<file path="src/include/pst_pkg.sv">
// constants and types for the power supply two-wire target interface
//=====================================================================
package pst_pkg;
    //=================================================================
    // clock and bus timing
    localparam int CLK_HZ = 20_000_000;
    localparam int BUS_BPS = 100_000;
    localparam int CLK_PER_BIT = CLK_HZ / BUS_BPS;
    localparam int TIMEOUT_MS = 25;
    localparam int HOLDOFF_MS = 10;
    localparam int STRETCH_MS = 25;
    // least time, rounds up
    localparam int TIMEOUT_CYC = (TIMEOUT_MS * CLK_HZ + 999) / 1000;
    localparam int HOLDOFF_CYC = (HOLDOFF_MS * CLK_HZ + 999) / 1000;
    // longest time, rounds down
    localparam int STRETCH_CYC = (STRETCH_MS * CLK_HZ) / 1000;
    localparam int CNT_W = 20;
    localparam logic [CNT_W-1:0] CNT_ONE = 20'h00001;
    //=================================================================
    // synchroniser lanes
    localparam int LN_SCL = 0;
    localparam int LN_SDA = 1;
    localparam int LN_HI = 2;
    localparam int LN_LO = 3;
    localparam logic [3:0] SYNC_RST = 4'hf;
    //=================================================================
    // target addresses, seven bit form
    localparam logic [6:0] MGMT_BASE = 7'h58;
    localparam logic [6:0] FRU_BASE = 7'h50;
    //=================================================================
    // write buffer and landing delay
    localparam int BUF_DEPTH = 2;
    localparam logic [1:0] BUF_FULL = 2'h2;
    localparam logic [2:0] LAND_LAST = 3'h3;
    //=================================================================
    // identification memory contents
    localparam logic [7:0] FRU_HDR_OFS = 8'h00;
    localparam logic [7:0] FRU_HDR_VAL = 8'h01;
    localparam logic [7:0] FRU_FLAGS_OFS = 8'h10;
    localparam int FLAG_HOT_SWAP = 4;
    localparam int FLAG_AUTO_SW = 3;
    localparam int FLAG_PFC = 2;
    localparam logic [7:0] FRU_FLAGS_VAL = (8'h01 << FLAG_HOT_SWAP)
        | (8'h01 << FLAG_AUTO_SW) | (8'h01 << FLAG_PFC);
    //=================================================================
    // target states
    typedef enum logic [3:0] {
        PST_IDLE, PST_ADDR, PST_AACK, PST_WBYTE, PST_WACK,
        PST_STALL_W, PST_RBYTE, PST_RACK, PST_STALL_R, PST_HOLD
    } pst_state_e;
endpackage : pst_pkg
</file>
<file path="src/hdl/pst_target.sv">
// two-wire management and identification target with write buffer
`timescale 1ns/1ns
module pst_target
    import pst_pkg::*;
#(
    parameter int TIMEOUT_CYCLES = TIMEOUT_CYC,
    parameter int HOLDOFF_CYCLES = HOLDOFF_CYC,
    parameter int STRETCH_CYCLES = STRETCH_CYC
)
(
    input wire logic clock,
    input wire logic reset_n,
    input wire logic scl_in,
    output logic scl_out,
    output logic scl_oe,
    input wire logic sda_in,
    output logic sda_out,
    output logic sda_oe,
    input wire logic addr_strap_hi,
    input wire logic addr_strap_lo
);
    //=================================================================
    // input synchronisers and filter
    logic [3:0] s1;
    logic [3:0] s2;
    logic [3:0] s3;
    logic [3:0] filt;
    logic [3:0] next_filt;
    logic scl_q;
    logic sda_q;

    // runt filtering
    // a level moves only once two stages agree, so runts never count
    always_comb
    begin
        next_filt = (s2 & s3) | (filt & (s2 | s3));
    end

    always_ff @(posedge clock)
    begin
        if (!reset_n)
        begin
            s1 <= SYNC_RST;
            s2 <= SYNC_RST;
            s3 <= SYNC_RST;
            filt <= SYNC_RST;
            scl_q <= 1'b1;
            sda_q <= 1'b1;
        end
        else
        begin
            s1 <= {addr_strap_lo, addr_strap_hi, sda_in, scl_in};
            s2 <= s1;
            s3 <= s2;
            filt <= next_filt;
            scl_q <= filt[LN_SCL];
            sda_q <= filt[LN_SDA];
        end
    end

    //=================================================================
    // bus events and address decode
    logic scl;
    logic sda;
    logic scl_rise;
    logic scl_fall;
    logic start_ev;
    logic stop_ev;
    logic [1:0] strap;

    // edge sampling
    // 200 clocks per bit leaves wide margin over the filter delay
    assign scl = filt[LN_SCL];
    assign sda = filt[LN_SDA];
    assign scl_rise = scl & ~scl_q;
    assign scl_fall = ~scl & scl_q;
    assign start_ev = scl & scl_q & sda_q & ~sda;
    assign stop_ev = scl & scl_q & ~sda_q & sda;
    assign strap = {filt[LN_HI], filt[LN_LO]};

    function automatic logic pst_hit(input logic [6:0] a, input logic [1:0] st,
        input logic [6:0] base);
        pst_hit = (a == (base | {5'h00, st}));
    endfunction : pst_hit

    function automatic logic [7:0] pst_fru_byte(input logic [7:0] ofs);
        unique case (ofs)
            FRU_HDR_OFS: pst_fru_byte = FRU_HDR_VAL;
            FRU_FLAGS_OFS: pst_fru_byte = FRU_FLAGS_VAL;
            default: pst_fru_byte = 8'h00;
        endcase
    endfunction : pst_fru_byte

    //=================================================================
    // write buffer and management memory
    logic [15:0] buf_mem [BUF_DEPTH];
    logic [7:0] mgmt_mem [256];
    logic buf_wp;
    logic buf_rp;
    logic [1:0] buf_cnt;
    logic [2:0] land;
    logic next_wp;
    logic next_rp;
    logic [1:0] next_buf_cnt;
    logic [2:0] next_land;
    logic buf_ready;
    logic buf_idle;
    logic pop;
    logic do_push;
    logic [15:0] push_d;

    // drain takes a few cycles per word, which is what forces stalls
    always_comb
    begin
        buf_ready = (buf_cnt != BUF_FULL);
        buf_idle = (buf_cnt == 2'h0);
        pop = !buf_idle && (land == LAND_LAST);
        next_land = (buf_idle || pop) ? 3'h0 : land + 3'h1;
        next_wp = do_push ? ~buf_wp : buf_wp;
        next_rp = pop ? ~buf_rp : buf_rp;
        next_buf_cnt = buf_cnt + {1'b0, do_push} - {1'b0, pop};
    end

    always_ff @(posedge clock)
    begin
        if (!reset_n)
        begin
            buf_wp <= 1'b0;
            buf_rp <= 1'b0;
            buf_cnt <= 2'h0;
            land <= 3'h0;
        end
        else
        begin
            buf_wp <= next_wp;
            buf_rp <= next_rp;
            buf_cnt <= next_buf_cnt;
            land <= next_land;
        end
    end

    // storage has no reset; contents are data, not control
    always_ff @(posedge clock)
    begin
        if (do_push)
        begin
            buf_mem[buf_wp] <= push_d;
        end
        if (pop)
        begin
            mgmt_mem[buf_mem[buf_rp][15:8]] <= buf_mem[buf_rp][7:0];
        end
    end

    //=================================================================
    // target state machine
    pst_state_e state;
    pst_state_e next_state;
    logic [2:0] cnt;
    logic [2:0] next_cnt;
    logic [7:0] sh;
    logic [7:0] next_sh;
    logic [7:0] ptr;
    logic [7:0] next_ptr;
    logic sel_fru;
    logic next_sel;
    logic rd;
    logic next_rd;
    logic first;
    logic next_first;
    logic ack_ok;
    logic next_ack;
    logic sda_drv;
    logic next_sda;
    logic scl_drv;
    logic next_scl;
    logic [CNT_W-1:0] low_cnt;
    logic [CNT_W-1:0] next_low;
    logic [CNT_W-1:0] str_cnt;
    logic [CNT_W-1:0] next_str;
    logic [7:0] rd_byte;
    logic to_hit;
    logic ho_done;
    logic str_lim;
    logic hit_m;
    logic hit_f;

    assign rd_byte = sel_fru ? pst_fru_byte(ptr) : mgmt_mem[ptr];
    assign to_hit = (low_cnt == CNT_W'(TIMEOUT_CYCLES));
    assign ho_done = (low_cnt == CNT_W'(HOLDOFF_CYCLES - 1));
    // two short of the budget: the release cycle after a stall still holds the clock
    assign str_lim = (str_cnt >= CNT_W'(STRETCH_CYCLES - 2));
    assign hit_m = pst_hit(sh[7:1], strap, MGMT_BASE);
    assign hit_f = pst_hit(sh[7:1], strap, FRU_BASE);

    always_comb
    begin
        next_state = state;
        next_cnt = cnt;
        next_sh = sh;
        next_ptr = ptr;
        next_sel = sel_fru;
        next_rd = rd;
        next_first = first;
        next_ack = ack_ok;
        next_sda = sda_drv;
        next_scl = scl_drv;
        next_low = low_cnt;
        next_str = str_cnt;
        do_push = 1'b0;
        push_d = {ptr, sh};
        // clock is let go one cycle after data settles
        if (scl_drv && state != PST_STALL_W && state != PST_STALL_R)
        begin
            next_scl = 1'b0;
        end
        // every cycle the clock is held counts against the stretch budget
        if (scl_drv)
        begin
            next_str = str_cnt + CNT_ONE;
        end
        if (state == PST_HOLD)
        begin
            next_low = low_cnt + CNT_ONE;
            if (ho_done)
            begin
                next_state = PST_IDLE;
                next_low = '0;
            end
        end
        else if (to_hit)
        begin
            next_state = PST_HOLD;
            next_low = '0;
            next_sda = 1'b0;
            next_scl = 1'b0;
        end
        else
        begin
            // own stretching is bounded separately, so it is not counted
            next_low = (scl || scl_drv) ? '0 : low_cnt + CNT_ONE;
            if (start_ev)
            begin
                next_state = PST_ADDR;
                next_cnt = 3'h0;
                next_sda = 1'b0;
                next_str = '0;
            end
            else if (stop_ev)
            begin
                next_state = PST_IDLE;
                next_sda = 1'b0;
            end
            else
            begin
                unique case (state)
                    PST_IDLE:
                    begin
                        next_sda = 1'b0;
                    end
                    PST_ADDR, PST_WBYTE:
                    begin
                        if (scl_rise)
                        begin
                            next_sh = {sh[6:0], sda};
                            next_cnt = cnt + 3'h1;
                            if (cnt == 3'h7)
                            begin
                                next_state = (state == PST_ADDR) ? PST_AACK : PST_WACK;
                            end
                        end
                    end
                    PST_AACK:
                    begin
                        if (scl_rise)
                        begin
                            next_cnt = 3'h1;
                        end
                        else if (scl_fall && cnt == 3'h0)
                        begin
                            if (hit_m || hit_f)
                            begin
                                next_sda = 1'b1;
                                next_sel = hit_f;
                                next_rd = sh[0];
                                next_first = 1'b1;
                            end
                            else
                            begin
                                next_state = PST_IDLE;
                            end
                        end
                        else if (scl_fall)
                        begin
                            next_sda = 1'b0;
                            next_cnt = 3'h0;
                            next_state = PST_WBYTE;
                            if (rd)
                            begin
                                if (!sel_fru && !buf_idle && !str_lim)
                                begin
                                    next_state = PST_STALL_R;
                                    next_scl = 1'b1;
                                end
                                else
                                begin
                                    next_state = PST_RBYTE;
                                    next_sh = rd_byte;
                                    next_sda = ~rd_byte[7];
                                    next_ptr = ptr + 8'h01;
                                end
                            end
                        end
                    end
                    PST_WACK:
                    begin
                        if (scl_rise)
                        begin
                            next_cnt = 3'h1;
                        end
                        else if (scl_fall && cnt == 3'h0)
                        begin
                            next_sda = 1'b1;
                            next_first = 1'b0;
                            if (first)
                            begin
                                next_ptr = sh;
                            end
                            else if (sel_fru)
                            begin
                                next_ptr = ptr + 8'h01;
                            end
                            // full buffer holds the clock instead of losing data
                            else if (buf_ready)
                            begin
                                do_push = 1'b1;
                                next_ptr = ptr + 8'h01;
                            end
                            // stretch budget spent: drop the byte with a nack
                            else if (str_lim)
                            begin
                                next_sda = 1'b0;
                                next_ptr = ptr + 8'h01;
                            end
                            else
                            begin
                                next_sda = 1'b0;
                                next_scl = 1'b1;
                                next_state = PST_STALL_W;
                            end
                        end
                        else if (scl_fall)
                        begin
                            next_sda = 1'b0;
                            next_cnt = 3'h0;
                            next_state = PST_WBYTE;
                        end
                    end
                    PST_STALL_W:
                    begin
                        // at the stretch limit with the buffer still full the byte is dropped with a nack
                        if (buf_ready || str_lim)
                        begin
                            do_push = buf_ready;
                            next_sda = buf_ready;
                            next_ptr = ptr + 8'h01;
                            next_state = PST_WACK;
                        end
                    end
                    PST_STALL_R:
                    begin
                        if (buf_idle || str_lim)
                        begin
                            next_state = PST_RBYTE;
                            next_sh = rd_byte;
                            next_sda = ~rd_byte[7];
                            next_cnt = 3'h0;
                            next_ptr = ptr + 8'h01;
                        end
                    end
                    PST_RBYTE:
                    begin
                        if (scl_rise && cnt == 3'h7)
                        begin
                            next_state = PST_RACK;
                            next_cnt = 3'h0;
                        end
                        else if (scl_rise)
                        begin
                            next_sh = {sh[6:0], 1'b0};
                            next_cnt = cnt + 3'h1;
                        end
                        else if (scl_fall)
                        begin
                            next_sda = ~sh[7];
                        end
                    end
                    PST_RACK:
                    begin
                        if (scl_rise)
                        begin
                            next_cnt = 3'h1;
                            next_ack = ~sda;
                        end
                        else if (scl_fall && cnt == 3'h0)
                        begin
                            next_sda = 1'b0;
                        end
                        else if (scl_fall && ack_ok)
                        begin
                            next_state = PST_RBYTE;
                            next_sh = rd_byte;
                            next_sda = ~rd_byte[7];
                            next_cnt = 3'h0;
                            next_ptr = ptr + 8'h01;
                        end
                        else if (scl_fall)
                        begin
                            next_state = PST_IDLE;
                        end
                    end
                    default:
                    begin
                        next_state = PST_IDLE;
                        next_sda = 1'b0;
                    end
                endcase
            end
        end
    end

    always_ff @(posedge clock)
    begin
        if (!reset_n)
        begin
            state <= PST_IDLE;
            cnt <= 3'h0;
            sh <= 8'h00;
            ptr <= 8'h00;
            sel_fru <= 1'b0;
            rd <= 1'b0;
            first <= 1'b0;
            ack_ok <= 1'b0;
            sda_drv <= 1'b0;
            scl_drv <= 1'b0;
            low_cnt <= '0;
            str_cnt <= '0;
            scl_out <= 1'b0;
            sda_out <= 1'b0;
        end
        else
        begin
            state <= next_state;
            cnt <= next_cnt;
            sh <= next_sh;
            ptr <= next_ptr;
            sel_fru <= next_sel;
            rd <= next_rd;
            first <= next_first;
            ack_ok <= next_ack;
            sda_drv <= next_sda;
            scl_drv <= next_scl;
            low_cnt <= next_low;
            str_cnt <= next_str;
            scl_out <= 1'b0;
            sda_out <= 1'b0;
        end
    end
    assign scl_oe = scl_drv;
    assign sda_oe = sda_drv;
endmodule : pst_target

</file>
<file path="config.mk">
export PLATFORM = sky130hd
export DESIGN_NAME = pst_target
export DESIGN_NICKNAME = d
export VERILOG_FILES = /design/src/include/pst_pkg.sv /design/src/hdl/pst_target.sv
export SDC_FILE = /design/constraint.sdc
export NUM_CORES = 2
export LEC_CHECK = 0
export ABC_AREA = 0
export BUFFER_PORTS_ARGS = -buffer_cell sky130_fd_sc_hd__buf_2
export CAP_MARGIN = 30
export CELL_PAD_IN_SITES_DETAIL_PLACEMENT = 2
export CELL_PAD_IN_SITES_GLOBAL_PLACEMENT = 2
export CORE_MARGIN = 2
export CORE_UTILIZATION = 51
export DETAILED_ROUTE_END_ITERATION = 8
export HOLD_SLACK_MARGIN = 0.03
export PLACE_DENSITY_LB_ADDON = 0.1
export SLEW_MARGIN = 10
export SYNTH_ARGS = -nofsm -noshare
export SYNTH_HDL_FRONTEND = slang
export SYNTH_SLANG_ARGS = --single-unit
export TNS_END_PERCENT = 50
</file>
<file path="constraint.sdc">
create_clock -name clock -period 4 [get_ports clock]
set_input_delay 0 -clock clock [delete_from_list [all_inputs] [get_ports clock]]
set_output_delay 0 -clock clock [all_outputs]
set_load 0.03 [all_outputs]
</file>
Word level (Yosys, flattened, before mapping):

Memories as Yosys holds them, arrays and structs flattened. A register that Yosys moved wholly into a read port is not among the register bits.
Index checks and enable logic that the tools add are counted.

* add/subtract/negate cells: 7
* magnitude comparators: 1
* equal/unequal tests: 75
* mux-type cells: 145
* bitwise gates (word level): 25
* reduce and logical (&&, ||, !) cells: 35

Operator list (count)
* $mux 8: 31
* $mux 20: 8
* $mux 4: 27
* $pmux 8 s5: 2
* $ne 6x6->1 const B: 13
* $mux 1: 58
* $ne 7x7->1 const B: 8
* $ne 5x5->1 const B: 10
* $add 20x1->20 const B: 2
* $ne 2x2->1 const B: 20
* $mux 3: 12
* $pmux 4 s8: 1
* $eq 20x18->1 const B: 1
* $eq 20x19->1 const B: 1
* $ge 20x19->1 const B: 1
* $ne 4x4->1 const B: 5
* $reduce_and 19->1: 1
* $reduce_and 18->1: 1
* $reduce_and 17->1: 1
* $eq 4x3->1 const B: 4
* $pmux 3 s5: 1
* $eq 7x7->1: 2
* $not 1->1: 14
* $reduce_and 14->1: 1
* 34 further kinds: 63

* flip-flop bits (word level): 94
* bits in writable memories: 2080
* bits of input ports: 6
* output and inout bits: 4
* logic and storage cells: 312
* memories kept: 2

Memory list
* mgmt_mem: words 256, bits a word 8, rd ports 1, clocked after Yosys merged registers in 1, wr ports 1, line pst_target.sv:97 `logic [7:0] mgmt_mem [256];`
* buf_mem: words 2, bits a word 16, rd ports 1, clocked after Yosys merged registers in 1, wr ports 1, line pst_target.sv:96 `logic [15:0] buf_mem [BUF_DEPTH];`

Logic depth before layout (Yosys ltp):

* depth in word-level cells: 15
* mapped depth: 14
* depth with buffers taken out: 13

Worst setup path after synthesis:

OpenSTA, ideal clock, no wires.

* kind: flip-flop to flip-flop
* start: register with a tool-made name
* end: memory mgmt_mem[0][0], data pin
* setup time: 0.555 ns
* arrival time: 2.768 ns
* required time: 3.445 ns
* slack: 0.676 ns
* cell stages (with the launch flop): 4
* buffers on the path: 2
* clock period less this slack: 3.324 ns
* path through: dfxtp_1 clkbuf_1 buf_1 mux2_2

RTL lines (line)
* end: declaration: pst_target.sv:97

==> reports/metrics.csv <==
metric,value,unit
status,"complete, but fails checks",
violations,negative setup slack,
vias,53904,
worst_slack,-0.4262,ns
drt_iter0_drc,9936,
synth_area_leaders,"edfxtp_1, mux4_2, dfxtp_1, nor2_1, nand2_1",
yosys.area.top_type_share,0.7282,
power.leakage,30.74,nW
cap_violations,0,
ys.flop_type,edfxtp_1,
synth_area_per_cell,20.34,sq um
antenna_found_initial,33,
dp_hpwl,188600,um
synth-seq-cells,2183,
final_nets,4766,
period_share,1.107,
switching_share,0.2279,
start_util,0.5135,
wirelength,369100,um
hold_viol_final,0,
worst_path_most_repeated_cell,buf_12,
cts_tree,done,
holdCritPathClass,in2reg,
start_kind,flip-flop,
yosys_warnings,0,
coreArea,0.1670,sq mm
cpMaxStageDelayCell,nor4_1,
ys_async_sr_fraction,0,
clock_skew,0.05627,ns
stdcell_count,7152,
crit_type,reg2reg,
seq_power_share,0.523,
postPlaceCellArea,0.09175,sq mm
slew_headroom,0.1268,
pwr-share-comb,0.001,
critPathMaxFanout,22,
required,4.74,ns
cts.sinks,2183,
detail_route.first_pass.iterations,5,
cts-buffers-inserted,220,
fin_hold_ws,0.2213,ns
cp_cell_sequence,"buf_12, buf_12, buf_12, buf_4, mux4_2, mux2i_1, nor4_1, nor4_1, a31oi_1, nand4_1, o21a_1, a21oi_1",
cp.arrival,5.17,ns
clk_pin_slew_worst_paths,0.08,ns
synth_largest_area_cell,edfxtp_1,
fin_area,0.09937,sq mm
tightest_slew,1.298,ns
endpoint_kind,flip-flop,
cts_root_buf,clkbuf_16,
critPathBufInv,4,
final_layout_size_suffix_gt1_frac,0.3035,
yosysSeqAreaShare,0.7522,
grt_pass1_vias,52723,
gr-total-overflow,0,
die_height,414.1,um
dp.cells,6682,
crit_family,simple AND/OR/NAND/NOR gates,
fin_tns_setup,-1.445,ns
post_synth_num_cell_types,76,
gp_congestion,0.8404,
fin_crit,4.426,ns
ant_nets,0,
ir_drop,0.4838,mV
setup_viol,16,
h-tree-depth,4,
synth.most_common_cell,edfxtp_1,
num_io_pins,10,
port-buffer-count,7,
grt_start_max_net_pins,152,
max_stage_delay,1.06,ns
synth_cells,4218,
fmax,0.2259,GHz
clkPwrFrac,0.476,
synth_edf_count,2080,
cts.path.max_buffers,3,
p_switching,0.01073,W
die-area,0.1715,sq mm
drc,0,
chipWidth,414.1,um
wl_per_cell,51.61,um
rows,150,
syn_area,0.08577,sq mm
power_density,473.8,mW/mm^2
fin_util,0.5949,
synth_common_cells,"edfxtp_1, mux4_2, nor2_1",
intPower,0.03635,W
clk_latency,0.91,ns
via_per_inst,7.537,
area_delta_synth_final,15.85,%
grt_util_all_layers,0.3841,
grt_first_pass_wirelength,455100,um
drv_slew,0,
==> timing repair <==
item | in CTS | in global routing
resized for setup | 10 | 3
hold buffers | 13 | 0
endpoints found under the hold margin | 38 | 0
setup endpoints to repair | 7 | 5
cloned | 0 | 1
setup buffers | 0 | 19
pin swaps | 0 | 1
==> power by group through the flow <==
stage	sequential, W	clock [W]	combinational (W)
after floorplan	0.0251	0	0.0000200
after global placement	0.0251	0	0.0000295
after detailed placement	0.0251	0	0.0000308
after global routing	0.0246	0.0229	0.0000462
after CTS	0.0246	0.0216	0.0000416
final	0.0246	0.0224	0.0000436
==> path summary, 6_finish.rpt <==
path,endpoint,start,slack (ns),depth (start not counted)
max,sh[7],flip-flop,-0.43,12
min,s3[0],reset_n,0.22,4
max reg2reg,sh[7],flip-flop,-0.43,12
min reg2reg,land[0],land[0],0.44,1
==> worst min-delay path, cell delays in order <==
cell and delay (ns):
dlygate4sd3_1 0.53, buf_2 0.13, buf_4 0.29, nand2b_1 0.13
==> cell usage in the layout (no fill, tap or decap), drive strengths merged, types with 24 or more instances in the layout <==
master,netlist,routed
a21oi,41,41
buf,124,524
clkbuf,110,289
clkinv,2,95
dfxtp,103,103
edfxtp,2080,2080
inv,33,39
mux4,602,602
nand2,153,153
nand2b,36,36
nand3,65,65
nand4,31,31
nor2,390,390
nor3,32,32
o21ai,49,49
o22ai,35,35
xor2,24,24
==> layout make-up <==
cell class                 count  area [sq um]
inverter                      35         142.6
sequential                  2183         64540
multi-input combinational   1767         20150
tap                         2204          2758
clock buffer                 286          5962
antenna                       12         30.03
clock inverter               125          1094
timing repair buffer         540          4697
fill                       13319         67670
==> layer usage <==
| metal | vias up | routed length (um) | track usage |
|---|---|---|---|
| met5 | - | 209 | 0 |
| met4 | 32 | 27920 | 0.1893 |
| met3 | 1577 | 44250 | 0.07973 |
| met2 | 5469 | 172100 | 0.6183 |
| met1 | 28425 | 124600 | 0.5033 |
| li1 | 18401 | - | - |
==> cells by family (layout without fill, tap and decap cells) <==
| group | after synthesis | after routing | share of synthesized area |
|---|---|---|---|
| compound gates | 250 | 250 | 0.02033 |
| buf+inv | 269 | 986 | 0.01516 |
| other cells | 1 | 14 | 0.00004372 |
| flops | 2183 | 2183 | 0.7522 |
| xor+xnor | 44 | 44 | 0.004493 |
| fa+ha+maj | 13 | 13 | 0.001896 |
| mux | 637 | 637 | 0.1623 |
| simple gates | 821 | 821 | 0.04353 |
==> through the flow <==
step | setup WS, ns | total power, W
after detailed placement | -0.1802 | 0.02515
final | -0.4262 | 0.04708
after global placement | 0.1248 | 0.02515
after global routing | -0.1840 | 0.04759
after CTS | -0.02796 | 0.04625
after floorplan | 0.6762 | 0.02514
==> registers in the layout, indices dropped and copies added, names as in the netlist, 2 cells and up, named ones only <==
| register | count |
|---|---|
| filt | 4 |
| ptr | 8 |
| s2 | 4 |
| buf_mem | 32 |
| cnt | 3 |
| s3 | 4 |
| low_cnt | 20 |
| land | 3 |
| str_cnt | 20 |
| mgmt_mem | 2048 |
| s1 | 4 |
| buf_cnt | 2 |
| sh | 8 |
| state | 4 |
(Power assumes the default switching activity.)
